===== src/inc/status_event_map.svh =====
`ifndef STATUS_EVENT_MAP_SVH
`define STATUS_EVENT_MAP_SVH

// Condition word bit positions inside one instrument group
`define CB_CAL_ACTIVE    0
`define CB_SETTLE_WAIT   1
`define CB_RANGE_CHANGE  2
`define CB_SWEEP_ACTIVE  3
`define CB_MEAS_ACTIVE   4
`define CB_TRIG_WAIT     5
`define CB_ARM_WAIT      6
`define CB_CORR_ACTIVE   7
`define CB_SELF_TEST     8
`define CB_ABORT         9
`define CB_PROG_RUN      14

// Bits that an instrument condition word may carry
`define INST_COND_USED   16'h43ff
// Fifteen-bit register width mask, bit 15 always zero
`define WORD_MASK        16'h7fff

// Module-level group inputs: instrument summaries
`define MOD_SWITCH_BIT   1
`define MOD_DMM_BIT      2
`define MOD_COUNTER_BIT  3

// Reset and preset values of a group
`define PTR_RESET        16'h7fff
`define NTR_RESET        16'h0000
`define ENA_RESET        16'h7fff
`define PTR_PRESET       16'h7fff
`define NTR_PRESET       16'h0000
`define ENA_PRESET       16'h0000

// Standard event flags
`define SEF_USED         8'hbd
`define SEF_RESET        8'h80
`define SEF_EN_RESET     8'h00

// Top summary byte bit positions
`define TOP_QUEUE        2
`define TOP_QUES         3
`define TOP_MAV          4
`define TOP_SEF          5
`define TOP_MSS          6
`define TOP_OPER         7
`define SRE_RESET        8'h00

`endif


===== src/inc/status_event_pkg.sv =====
package status_event_pkg;

    // Host query and command codes
    typedef enum logic [4:0] {
        OP_CLS,
        OP_PRESET,
        OP_RD_EVT,
        OP_RD_COND,
        OP_WR_ENA,
        OP_RD_ENA,
        OP_WR_PTR,
        OP_RD_PTR,
        OP_WR_NTR,
        OP_RD_NTR,
        OP_RD_QUES,
        OP_RD_SEF,
        OP_WR_SEF_EN,
        OP_RD_SEF_EN,
        OP_WR_SRE,
        OP_RD_SRE,
        OP_RD_TOP
    } cmd_t;

    // Group index: three instruments, then the module level
    typedef logic [1:0] grp_idx_t;

endpackage : status_event_pkg


===== src/inc/status_group_if.sv =====
`timescale 1ns/1ps
`default_nettype none

interface status_group_if;
    logic [15:0] cond;      // Condition word into the group
    logic        wrEna;     // Enable mask write strobe
    logic        wrPtr;     // Positive filter write strobe
    logic        wrNtr;     // Negative filter write strobe
    logic [15:0] wrData;    // Write data
    logic        rdClr;     // Event read, clears after
    logic        cls;       // Clear-status
    logic        preset;    // Status preset
    logic [15:0] condReg;   // Registered condition
    logic [15:0] evtWord;   // Sticky events
    logic [15:0] enable;    // Enable mask
    logic [15:0] ptr;       // Positive filter
    logic [15:0] ntr;       // Negative filter
    logic        summary;   // Summary to next level

    modport grp (input cond, wrEna, wrPtr, wrNtr, wrData, rdClr, cls,
                 preset, output condReg, evtWord, enable, ptr, ntr, summary);
    modport ctl (output cond, wrEna, wrPtr, wrNtr, wrData, rdClr, cls,
                 preset, input condReg, evtWord, enable, ptr, ntr, summary);
endinterface : status_group_if

`default_nettype wire


===== src/status_group.sv =====
`timescale 1ns/1ps
`default_nettype none
`include "status_event_map.svh"

module status_group
    import status_event_pkg::*;
(
    // Clock, reset, enable
    input  wire logic    clk,
    input  wire logic    arst_n,
    input  wire logic    ce,
    // Group connection
    status_group_if.grp  g
);

    logic [15:0] condReg_ff;   // Last sampled condition
    logic [15:0] event_ff;     // Sticky event bits
    logic [15:0] enable_ff;    // Enable mask
    logic [15:0] ptr_ff;       // Positive filter
    logic [15:0] ntr_ff;       // Negative filter
    wire  [15:0] condIn;       // Masked condition
    wire  [15:0] rise;         // Zero-to-one changes
    wire  [15:0] fall;         // One-to-zero changes
    wire  [15:0] hit;          // Qualifying transitions
    wire  [15:0] evtKeep;      // Event after any clear
    wire  [15:0] nxt_event;    // Next event value

    // Bit 15 never carries a condition
    assign condIn    = g.cond & `WORD_MASK;
    assign rise      = condIn & ~condReg_ff;
    assign fall      = ~condIn & condReg_ff;
    // Either filter may pass; both gives any change
    assign hit       = (rise & ptr_ff) | (fall & ntr_ff);
    // Clear on read or clear-status, new hit still wins
    assign evtKeep   = (g.rdClr || g.cls) ? 16'h0000 : event_ff;
    assign nxt_event = evtKeep | hit;

    // Condition tracks its source every cycle that ce is high
    always_ff @(posedge clk or negedge arst_n) begin
        if (!arst_n) begin
            condReg_ff <= 16'h0000;
            event_ff   <= 16'h0000;
        end else if (ce) begin
            condReg_ff <= condIn;
            event_ff   <= nxt_event;
        end
    end

    // Masks and filters; preset beats a same-cycle write
    always_ff @(posedge clk or negedge arst_n) begin
        if (!arst_n) begin
            enable_ff <= `ENA_RESET;
            ptr_ff    <= `PTR_RESET;
            ntr_ff    <= `NTR_RESET;
        end else if (ce) begin
            if (g.preset) begin
                enable_ff <= `ENA_PRESET;
                ptr_ff    <= `PTR_PRESET;
                ntr_ff    <= `NTR_PRESET;
            end else begin
                if (g.wrEna) enable_ff <= g.wrData & `WORD_MASK;
                if (g.wrPtr) ptr_ff    <= g.wrData & `WORD_MASK;
                if (g.wrNtr) ntr_ff    <= g.wrData & `WORD_MASK;
            end
        end
    end

    assign g.condReg = condReg_ff;
    assign g.evtWord = event_ff;
    assign g.enable  = enable_ff;
    assign g.ptr     = ptr_ff;
    assign g.ntr     = ntr_ff;
    assign g.summary = |(event_ff & enable_ff);

    rise_set_a: assert property (@(posedge clk) disable iff (!arst_n)
        (ce && |(rise & ptr_ff)) |=> ((event_ff & $past(rise & ptr_ff))
                                     == $past(rise & ptr_ff)))
        else $error("rising change did not latch event");
    fall_set_a: assert property (@(posedge clk) disable iff (!arst_n)
        (ce && |(fall & ntr_ff)) |=> ((event_ff & $past(fall & ntr_ff))
                                     == $past(fall & ntr_ff)))
        else $error("falling change did not set event");
    read_clear_a: assert property (@(posedge clk) disable iff (!arst_n)
        (ce && g.rdClr && hit == 16'h0000) |=> event_ff == 16'h0000)
        else $error("event read did not clear");
    preset_val_a: assert property (@(posedge clk) disable iff (!arst_n)
        (ce && g.preset) |=> (enable_ff == 16'h0000 && ptr_ff == 16'h7fff
                              && ntr_ff == 16'h0000))
        else $error("preset values wrong");
    top_zero_a: assert property (@(posedge clk) disable iff (!arst_n)
        !event_ff[15] && !condReg_ff[15])
        else $error("bit 15 not zero");

endmodule : status_group

`default_nettype wire


===== src/std_event_reg.sv =====
`timescale 1ns/1ps
`default_nettype none
`include "status_event_map.svh"

module std_event_reg (
    // Clock, reset, enable
    input  wire logic       clk,
    input  wire logic       arst_n,
    input  wire logic       ce,
    // Event pulses and controls
    input  wire logic [7:0] setIn,
    input  wire logic       cls,
    input  wire logic       rdClr,
    input  wire logic       wrEn,
    input  wire logic [7:0] wrData,
    // State out
    output logic      [7:0] flags,
    output logic      [7:0] flagEn,
    output logic            summary
);

    logic [7:0] flags_ff;     // Sticky event flags
    logic [7:0] flagEn_ff;    // Enable mask
    wire  [7:0] setUsed;      // Only defined bits latch
    wire  [7:0] nxt_flags;    // Next flag value

    // Bits 1 and 6 never latch
    assign setUsed   = setIn & `SEF_USED;
    // No condition or filters; a new event beats the clear
    assign nxt_flags = ((cls || rdClr) ? 8'h00 : flags_ff) | setUsed;

    // Power-on flag stands from reset
    always_ff @(posedge clk or negedge arst_n) begin
        if (!arst_n) begin
            flags_ff  <= `SEF_RESET;
            flagEn_ff <= `SEF_EN_RESET;
        end else if (ce) begin
            flags_ff <= nxt_flags;
            if (wrEn) flagEn_ff <= wrData;
        end
    end

    assign flags   = flags_ff;
    assign flagEn  = flagEn_ff;
    assign summary = |(flags_ff & flagEn_ff);

    sef_clear_a: assert property (@(posedge clk) disable iff (!arst_n)
        (ce && (cls || rdClr) && setUsed == 8'h00) |=> flags_ff == 8'h00)
        else $error("flags not cleared");
    sef_unused_a: assert property (@(posedge clk) disable iff (!arst_n)
        (ce && !flags_ff[1] && !flags_ff[6]) |=> (!flags_ff[1] && !flags_ff[6]))
        else $error("unused flag bit set");
    en_stable_a: assert property (@(posedge clk) disable iff (!arst_n)
        (!wrEn) |=> $stable(flagEn_ff))
        else $error("enable changed without write");

endmodule : std_event_reg

`default_nettype wire


===== src/status_event_hierarchy.sv =====
// Operation
// Condition bits 0-5 report instrument activity
// Bit 6 awaiting arm, bit 7 corr_active
// Bits 8,9,14 defined; others reserved, 15 zero
// Condition register follows activity continuously
// Positive filter passes zero-to-one changes
// Negative filter passes one-to-zero changes
// Both filters pass either direction
// Qualifying change sets sticky event bit
// Event read returns value then clears
// Summary is OR of event AND enable
// Module condition bits 1-3 take summaries
// Module group same structure, reserved bits zero
// Module summary drives summary byte bit 7
// Questionable group always cleared, bit 3 zero
// Standard flags eight bits, clear on read
// Standard flag bit assignment, 1 and 6 unused
// Standard flag summary drives bit 5
// Bit 2 shows queue not empty
// Bit 4 shows message available
// Bit 6 master summary raises service request
// Summary byte has no condition or filters
// Clear-status clears events and queues
// Preset clears enables, sets positive filters
// Enable reads leave contents unchanged
// Master summary excluded from its own sum
`timescale 1ns/1ps
`default_nettype none
`include "status_event_map.svh"

module status_event_hierarchy
    import status_event_pkg::*;
(
    // Clock, reset, enable
    input  wire logic            clk,
    input  wire logic            arst_n,
    input  wire logic            ce,
    // Instrument condition words: 0 switch, 1 dmm, 2 counter
    input  wire logic [2:0][15:0] instCond,
    // Standard event pulses, one per flag bit
    input  wire logic [7:0]      stdEvent,
    // Message path state
    input  wire logic            queueNotEmpty,
    input  wire logic            msgAvail,
    // Host command port
    input  wire logic            cmdValid,
    input  wire cmd_t            cmdOp,
    input  wire grp_idx_t        cmdTarget,
    input  wire logic [15:0]     cmdData,
    // Host answer
    output logic                 rspValid,
    output logic [15:0]          rspData,
    // Service request and queue clear
    output logic                 srqOut,
    output logic                 queueClear
);

    // Group number of the module-level group
    localparam grp_idx_t MOD_GRP = 2'd3;

    // Decode helpers, shared by every group and the flags
    function automatic logic opIs(input logic v, input cmd_t op,
                                  input cmd_t want);
        opIs = v && (op == want);
    endfunction : opIs

    function automatic logic grpHit(input logic v, input cmd_t op,
                                    input cmd_t want, input grp_idx_t tgt,
                                    input grp_idx_t idx);
        grpHit = v && (op == want) && (tgt == idx);
    endfunction : grpHit

    function automatic logic isRead(input cmd_t op);
        case (op)
            OP_RD_EVT, OP_RD_COND, OP_RD_ENA, OP_RD_PTR, OP_RD_NTR,
            OP_RD_QUES, OP_RD_SEF, OP_RD_SEF_EN, OP_RD_SRE,
            OP_RD_TOP: isRead = 1'b1;
            default:   isRead = 1'b0;
        endcase
    endfunction : isRead

    // Global command strobes
    wire clsCmd;                  // Clear-status
    wire presetCmd;               // Status preset
    assign clsCmd    = opIs(cmdValid, cmdOp, OP_CLS);
    assign presetCmd = opIs(cmdValid, cmdOp, OP_PRESET);

    // Four groups: three instruments and the module level
    status_group_if grpIf [4] ();

    logic [3:0]       grpSum;     // Summary of each group
    logic [3:0][15:0] grpEvt;     // Event word of each group
    logic [3:0][15:0] grpCond;    // Condition word of each group
    logic [3:0][15:0] grpEna;     // Enable of each group
    logic [3:0][15:0] grpPtr;     // Positive filter of each group
    logic [3:0][15:0] grpNtr;     // Negative filter of each group
    wire  [15:0]      modCond;    // Module-level condition word

    // Module word carries only the three summaries
    assign modCond = {12'h000, grpSum[2], grpSum[1], grpSum[0], 1'b0};

    genvar gi;
    generate
        for (gi = 0; gi < 4; gi++) begin : g_grp
            // Instruments keep only defined activity bits
            if (gi < 3) begin : g_inst
                assign grpIf[gi].cond = instCond[gi] & `INST_COND_USED;
            end else begin : g_mod
                assign grpIf[gi].cond = modCond;
            end
            assign grpIf[gi].wrEna  = grpHit(cmdValid, cmdOp, OP_WR_ENA,
                                             cmdTarget, grp_idx_t'(gi));
            assign grpIf[gi].wrPtr  = grpHit(cmdValid, cmdOp, OP_WR_PTR,
                                             cmdTarget, grp_idx_t'(gi));
            assign grpIf[gi].wrNtr  = grpHit(cmdValid, cmdOp, OP_WR_NTR,
                                             cmdTarget, grp_idx_t'(gi));
            assign grpIf[gi].wrData = cmdData;
            // Reading the event word clears it afterwards
            assign grpIf[gi].rdClr  = grpHit(cmdValid, cmdOp, OP_RD_EVT,
                                             cmdTarget, grp_idx_t'(gi));
            assign grpIf[gi].cls    = clsCmd;
            assign grpIf[gi].preset = presetCmd;
            assign grpSum[gi]  = grpIf[gi].summary;
            assign grpEvt[gi]  = grpIf[gi].evtWord;
            assign grpCond[gi] = grpIf[gi].condReg;
            assign grpEna[gi]  = grpIf[gi].enable;
            assign grpPtr[gi]  = grpIf[gi].ptr;
            assign grpNtr[gi]  = grpIf[gi].ntr;

            status_group u_grp (
                .clk    (clk),
                .arst_n (arst_n),
                .ce     (ce),
                .g      (grpIf[gi])
            );
        end
    endgenerate

    // Standard event flags and their enable
    wire [7:0] sefFlags;          // Flag register
    wire [7:0] sefEn;             // Flag enable
    wire       sefSum;            // Flag summary
    wire       sefRdClr;          // Flag read strobe
    wire       sefWr;             // Flag enable write

    assign sefRdClr = opIs(cmdValid, cmdOp, OP_RD_SEF);
    assign sefWr    = opIs(cmdValid, cmdOp, OP_WR_SEF_EN);

    std_event_reg u_sef (
        .clk     (clk),
        .arst_n  (arst_n),
        .ce      (ce),
        .setIn   (stdEvent),
        .cls     (clsCmd),
        .rdClr   (sefRdClr),
        .wrEn    (sefWr),
        .wrData  (cmdData[7:0]),
        .flags   (sefFlags),
        .flagEn  (sefEn),
        .summary (sefSum)
    );

    // Service request enable; reads never disturb it
    logic [7:0] sre_ff;           // Service request enable
    wire        sreWr;            // Enable write strobe
    assign sreWr = opIs(cmdValid, cmdOp, OP_WR_SRE);

    always_ff @(posedge clk or negedge arst_n) begin
        if (!arst_n) begin
            sre_ff <= `SRE_RESET;
        end else if (ce && sreWr) begin
            sre_ff <= cmdData[7:0];
        end
    end

    // Summary byte built straight from summaries and flags,
    // no latching stage of its own
    wire [7:0] topBase;           // Byte without master bit
    wire       mss;               // Master summary
    wire [7:0] topByte;           // Full summary byte

    assign topBase[0]         = 1'b0;
    assign topBase[1]         = 1'b0;
    assign topBase[`TOP_QUEUE] = queueNotEmpty;
    assign topBase[`TOP_QUES]  = 1'b0;
    assign topBase[`TOP_MAV]   = msgAvail;
    assign topBase[`TOP_SEF]   = sefSum;
    assign topBase[`TOP_MSS]   = 1'b0;
    assign topBase[`TOP_OPER]  = grpSum[MOD_GRP];
    // Bit 6 is zero in topBase, so it cannot feed itself back
    assign mss     = |(topBase & sre_ff);
    assign topByte = topBase | ({7'h00, mss} << `TOP_MSS);

    // Service request from a flop to keep the pin glitch free;
    // costs one cycle of lag behind the master summary
    logic srq_ff;                 // Registered service request
    logic queueClear_ff;          // One-cycle queue clear pulse

    always_ff @(posedge clk or negedge arst_n) begin
        if (!arst_n) begin
            srq_ff        <= 1'b0;
            queueClear_ff <= 1'b0;
        end else if (ce) begin
            srq_ff        <= mss;
            queueClear_ff <= clsCmd;
        end
    end

    // Answer word selection for read queries
    wire [15:0] rdWord;           // Selected read value
    wire        rdReq;            // Read query this cycle

    assign rdReq  = cmdValid && isRead(cmdOp);
    assign rdWord =
        (cmdOp == OP_RD_EVT)    ? grpEvt[cmdTarget] :
        (cmdOp == OP_RD_COND)   ? grpCond[cmdTarget] :
        (cmdOp == OP_RD_ENA)    ? grpEna[cmdTarget] :
        (cmdOp == OP_RD_PTR)    ? grpPtr[cmdTarget] :
        (cmdOp == OP_RD_NTR)    ? grpNtr[cmdTarget] :
        (cmdOp == OP_RD_SEF)    ? {8'h00, sefFlags} :
        (cmdOp == OP_RD_SEF_EN) ? {8'h00, sefEn} :
        (cmdOp == OP_RD_SRE)    ? {8'h00, sre_ff} :
        (cmdOp == OP_RD_TOP)    ? {8'h00, topByte} :
        16'h0000; // Questionable reads always zero

    // Answer registers: value taken before any clear lands
    logic        rspValid_ff;     // Answer strobe
    logic [15:0] rspData_ff;      // Answer data

    always_ff @(posedge clk or negedge arst_n) begin
        if (!arst_n) begin
            rspValid_ff <= 1'b0;
            rspData_ff  <= 16'h0000;
        end else if (ce) begin
            rspValid_ff <= rdReq;
            if (rdReq) rspData_ff <= rdWord;
        end
    end

    assign rspValid   = rspValid_ff;
    assign rspData    = rspData_ff;
    assign srqOut     = srq_ff;
    assign queueClear = queueClear_ff;

    srq_follow_a: assert property (@(posedge clk) disable iff (!arst_n)
        (ce && mss) |=> srq_ff)
        else $error("service request not raised");
    ques_zero_a: assert property (@(posedge clk) disable iff (!arst_n)
        !topByte[`TOP_QUES] && !topByte[0] && !topByte[1])
        else $error("reserved summary bit set");
    oper_bit_a: assert property (@(posedge clk) disable iff (!arst_n)
        (grpEvt[MOD_GRP] & grpEna[MOD_GRP]) != 16'h0000
        |-> topByte[`TOP_OPER])
        else $error("module summary missing at bit 7");
    mod_resv_a: assert property (@(posedge clk) disable iff (!arst_n)
        (grpCond[MOD_GRP] & 16'hfff1) == 16'h0000)
        else $error("module reserved condition bit set");
    mss_self_a: assert property (@(posedge clk) disable iff (!arst_n)
        ((topByte & 8'hbf & sre_ff) == 8'h00) |-> !mss)
        else $error("master summary feeds itself");
    read_word_a: assert property (@(posedge clk) disable iff (!arst_n)
        (ce && cmdValid && cmdOp == OP_RD_EVT)
        |=> (rspValid && rspData == $past(grpEvt[cmdTarget])))
        else $error("event read answer wrong");
    queue_bit_a: assert property (@(posedge clk) disable iff (!arst_n)
        topByte[`TOP_QUEUE] == queueNotEmpty
        && topByte[`TOP_MAV] == msgAvail)
        else $error("queue or message bit wrong");

endmodule : status_event_hierarchy

`default_nettype wire


===== config.mk =====
export PLATFORM = sky130hd
export DESIGN_NAME = status_event_hierarchy
export DESIGN_NICKNAME = d
export VERILOG_FILES = /design/src/inc/status_event_pkg.sv /design/src/inc/status_group_if.sv /design/src/status_group.sv /design/src/std_event_reg.sv /design/src/status_event_hierarchy.sv
export VERILOG_INCLUDE_DIRS = /design/src /design/src/inc
export SDC_FILE = /design/constraint.sdc
export NUM_CORES = 1
export LEC_CHECK = 0
export ABC_AREA = 1
export BUFFER_PORTS_ARGS = -buffer_cell sky130_fd_sc_hd__buf_2
export CAP_MARGIN = 20
export CORE_MARGIN = 4
export CORE_UTILIZATION = 55
export CTS_CLUSTER_SIZE = 14
export DETAILED_ROUTE_END_ITERATION = 6
export HOLD_SLACK_MARGIN = 0.06
export PLACE_DENSITY = 0.77
export SLEW_MARGIN = 20
export SYNTH_ARGS = -nofsm -noshare
export SYNTH_HDL_FRONTEND = slang
export SYNTH_SLANG_ARGS = --single-unit

===== constraint.sdc =====
create_clock -name clk -period 1.2 [get_ports clk]
set_clock_uncertainty 0.05 [all_clocks]
set_input_delay 0 -clock clk [delete_from_list [all_inputs] [get_ports clk]]
set_output_delay 0 -clock clk [all_outputs]
set_load 0.05 [all_outputs]

==> impl_results.md <==
- Met3 wire len: between 6 and 7 mm
- Hold crit path type: primary input to flop
- Post-route cell area: 19440 um^2
- Initial antenna violation count: 0
- P_sw: just over 0.009 W
- Peak VDD IR: approximately 1.4 mV
- Root buffer cell: clkbuf_16
- Core Area: 25110 um^2
- Clk slew on worst S/H paths: 60 ps
- Clock buffer count from CTS: 31
- Vias/cell: 6.220
- Ys Warns: 0
- Switching share of power: between 30% and 40%
- Synth Instances: 1687
- Clock Path Buffers: 3
- RSZ-0062 raised after global routing: true
- Reg2Reg Capture Point: rspData[5]$_DFFE_PN0P_
- Final hold violations: 3
- Status: finished with violations
- Setup TNS: -4663 ps
- Routed length per instance: approximately 23 um
- Placed Area: around 17000 um^2
- Most common cell after layout, fill and taps aside: nand2_1
- Rows: 58
- CP arrival: 2270 ps
- Synth async-reset ratio: 100.0%
- # DRC: 3
- Gr usage total: 38.69%
- Initial Util: 55.70%
- Top FF cell, synth: dfrtp_1
- Slew Limit Fails: 0
- Failing checks: DRC, hold timing, setup timing
- R2r startpoint: u_sef.flagEn[5]$_DFFE_PN0P_
- Worst setup path end: rspData[5]$_DFFE_PN0P_
- Syn Nets: 1772
- Kind of critical path: flop to flop
- Setup Viol. Count Final: 23
- Final min period: around 1900 ps
- FF+latch count, synth: 292
- Seq/Total Area, Yosys: a little over half
- CTS tree: built
- IO buf count: between 80 and 90
- Internal power consumption: between 0.02 and 0.025 W
- Antenna Cells: 0
- First-pass GRT wire length: 84.75 mm
- Crit. End Element: flop
- WL met2: 25.65 mm
- Proportion of layout cells with a drive suffix above 1: 32.94%
- Final ANT Viol Nets: 0
- DR vias: 15.29k
- Final #Nets: 2188
- CP Data Required Time: about 1600 ps
- First-pass DRT Iterations: 7
- Worst-margin pin slew: between 800 and 900 ps
- Final period utilization: 155.3%
- Die height: 167.5 um
- Post-DP HPWL: 37.09 mm
- DRT iter0 DRCs: approximately 2.0k
- Reg power frac: 45.4%
- Syn Area/Cell: 8.290 um^2
- Worst hold margin: -52.73 ps
- Worst Setup Start Kind: flop
- I/O pins: 104
- Hold Buf Count CTS: 78
- Clock share of power: 30.8%
- Final worst slack: -663.5 ps
- Syn-to-layout area delta: 39.02%
- Worst r2r path cells: 10
- Worst-Skew Late Latency: approximately 580 ps
- LEAKAGE: roughly 9.2 nW
- Reg-to-reg slack, setup: -660 ps
- Slew headroom: 40.22%
- Full die area: 28040 um^2
- Combinational power share: between 20% and 30%
- Overflow after GRT: 0
- Pin count of the biggest net entering global routing: 63
- Worst Path Max Fanout: 2
- Final GP Congestion: 1.011
- Synth cell types: 43
- Max Cap Violations: 0
- Clk sinks: 292
- Fmax: 536.6 MHz
- Top sig layer: met4
- Mapped cell area: between 10000 and 15000 um^2
- Pwr dens: between 1500 and 2000 nW/um^2
- Die W: 167.5 um
- Fin util: 77.43%
- DRT met1 WL: 18.82 mm
- Most frequent cells in the layout: nand2_1 (399), buf_4 (269), dfrtp_1 (169)
- Post-synth EDFFs: 0
- # H-tree levels: 1
- Vias in the first global route: roughly 15k
- CP Launch Point: u_sef.flagEn[5]$_DFFE_PN0P_
- Drt total wl: 56.17 mm
worst max-delay path, stage by stage, from the launching register on:
cell and delay [ps]:
dfrtp_1 420, nand2_1 160, nand2_2 80, nor2_2 110, nand2_1 100, nand2_1 90
nand4_1 200, nor2_1 160, nand4_1 140, nand2_2 150, nand2_1 70
timing repair:
item / 4_1_cts / 5_1_grt
setup endpoints to repair: 43 / 89
cloned: 0 / 1
buffers inserted: 8 / 12
pin swaps: 70 / 72
gates resized for setup: 119 / 70
hold endpoints to repair: 562 / 12
routing by layer:
layer,global-route usage (%),vias up
met2,62.20,1214
met5,0,-
met1,46.06,7155
met4,28.37,0
met3,8.144,409
li1,-,6511
cell families (layout without fill, tap and decap cells):
family,Yosys count,in the layout,share of synthesized area (%)
other,1,1,0.02682
flip-flops,292,292,53.33
AND/OR/NAND/NOR,710,710,20.86
AO/OA/AOI/OAI,445,445,18.31
multiplexers,8,8,0.6442
buffers and inverters,231,672,6.827
power groups by stage:
stage	Clock (W)	Combinational (W)	Sequential, W
after global routing	0.00966	0.00771	0.0138
after floorplan	0	0.00290	0.0135
after CTS	0.00923	0.00664	0.0135
final	0.00923	0.00715	0.0136
after detailed placement	0	0.00607	0.0136
after global placement	0	0.00586	0.0135
sequential cells by signal, indices dropped and copies added (netlist names):
name,count
g_grp.u_grp.g.evtWord,36
u_sef.flagEn,8
rspData,15
u_sef.flags,6
queueClear,1
g_grp.u_grp.g.ntr,60
g_grp.u_grp.g.enable,60
sre_ff,8
rspValid,1
g_grp.u_grp.g.condReg,36
srqOut,1
g_grp.u_grp.g.ptr,60
stage by stage:
stage | worst slack, ps | cells | total power [W]
floorplan | -135.9 | 1687 | 0.01635
global placement | -475.7 | 2306 | 0.01936
detailed placement | -508.8 | 2306 | 0.01964
CTS | -326.7 | 2447 | 0.02937
global route | -722.8 | 2458 | 0.03115
finish | -663.5 | 2458 | 0.03001
layout make-up:
class	count	area (um^2)
clock buffers	51	920.9
clock inverters	7	41.29
fillers	1594	5668
inverters	150	580.6
multi-input cells	1164	6068
flip-flops and latches	292	7461
well taps	330	412.9
repair buffers	464	3956
worst min path at each step:
| stage | start | to | slack [ps] | cells after the start |
|---|---|---|---|---|
| finish | ce | g_grp[1].u_grp.g.enable[7]$_DFFE_PN1P_ | -50 | 5 |
| global route | ce | g_grp[1].u_grp.g.enable[7]$_DFFE_PN1P_ | -50 | 5 |
| CTS | ce | g_grp[1].u_grp.g.enable[7]$_DFFE_PN1P_ | -70 | 5 |
| detailed placement | arst_n | queueClear$_DFFE_PN0P_ | -150 | 1 |
| global placement | arst_n | queueClear$_DFFE_PN0P_ | -150 | 1 |
| floorplan | arst_n | g_grp[0].u_grp.g.condReg[0]$_DFFE_PN0P_ | -350 | 0 |
synthesized netlist by cell type (6+ instances only):
master | count | share of area [%]
nand2_1 | 435 | 12
nor2_1 | 173 | 4.6
dfrtp_1 | 171 | 31
o21ai_0 | 150 | 5.4
a21oi_1 | 141 | 5.0
inv_1 | 138 | 3.7
dfstp_2 | 121 | 23
nand3_1 | 36 | 1.3
o22ai_1 | 36 | 1.6
clkbuf_1 | 33 | 0.89
nand4_1 | 33 | 1.5
a22oi_1 | 29 | 1.6
buf_2 | 28 | 1.0
o21ai_1 | 27 | 0.97
buf_4 | 12 | 0.64
inv_2 | 12 | 0.32
a41oi_1 | 11 | 0.69
nor4_1 | 11 | 0.49
o311ai_0 | 9 | 0.56
mux2_2 | 8 | 0.64
o221ai_1 | 8 | 0.50
buf_1 | 7 | 0.19
o2111ai_1 | 7 | 0.44
a221oi_1 | 6 | 0.38
nor2_2 | 6 | 0.27
o31ai_1 | 6 | 0.32
(Power assumes the default switching activity.)
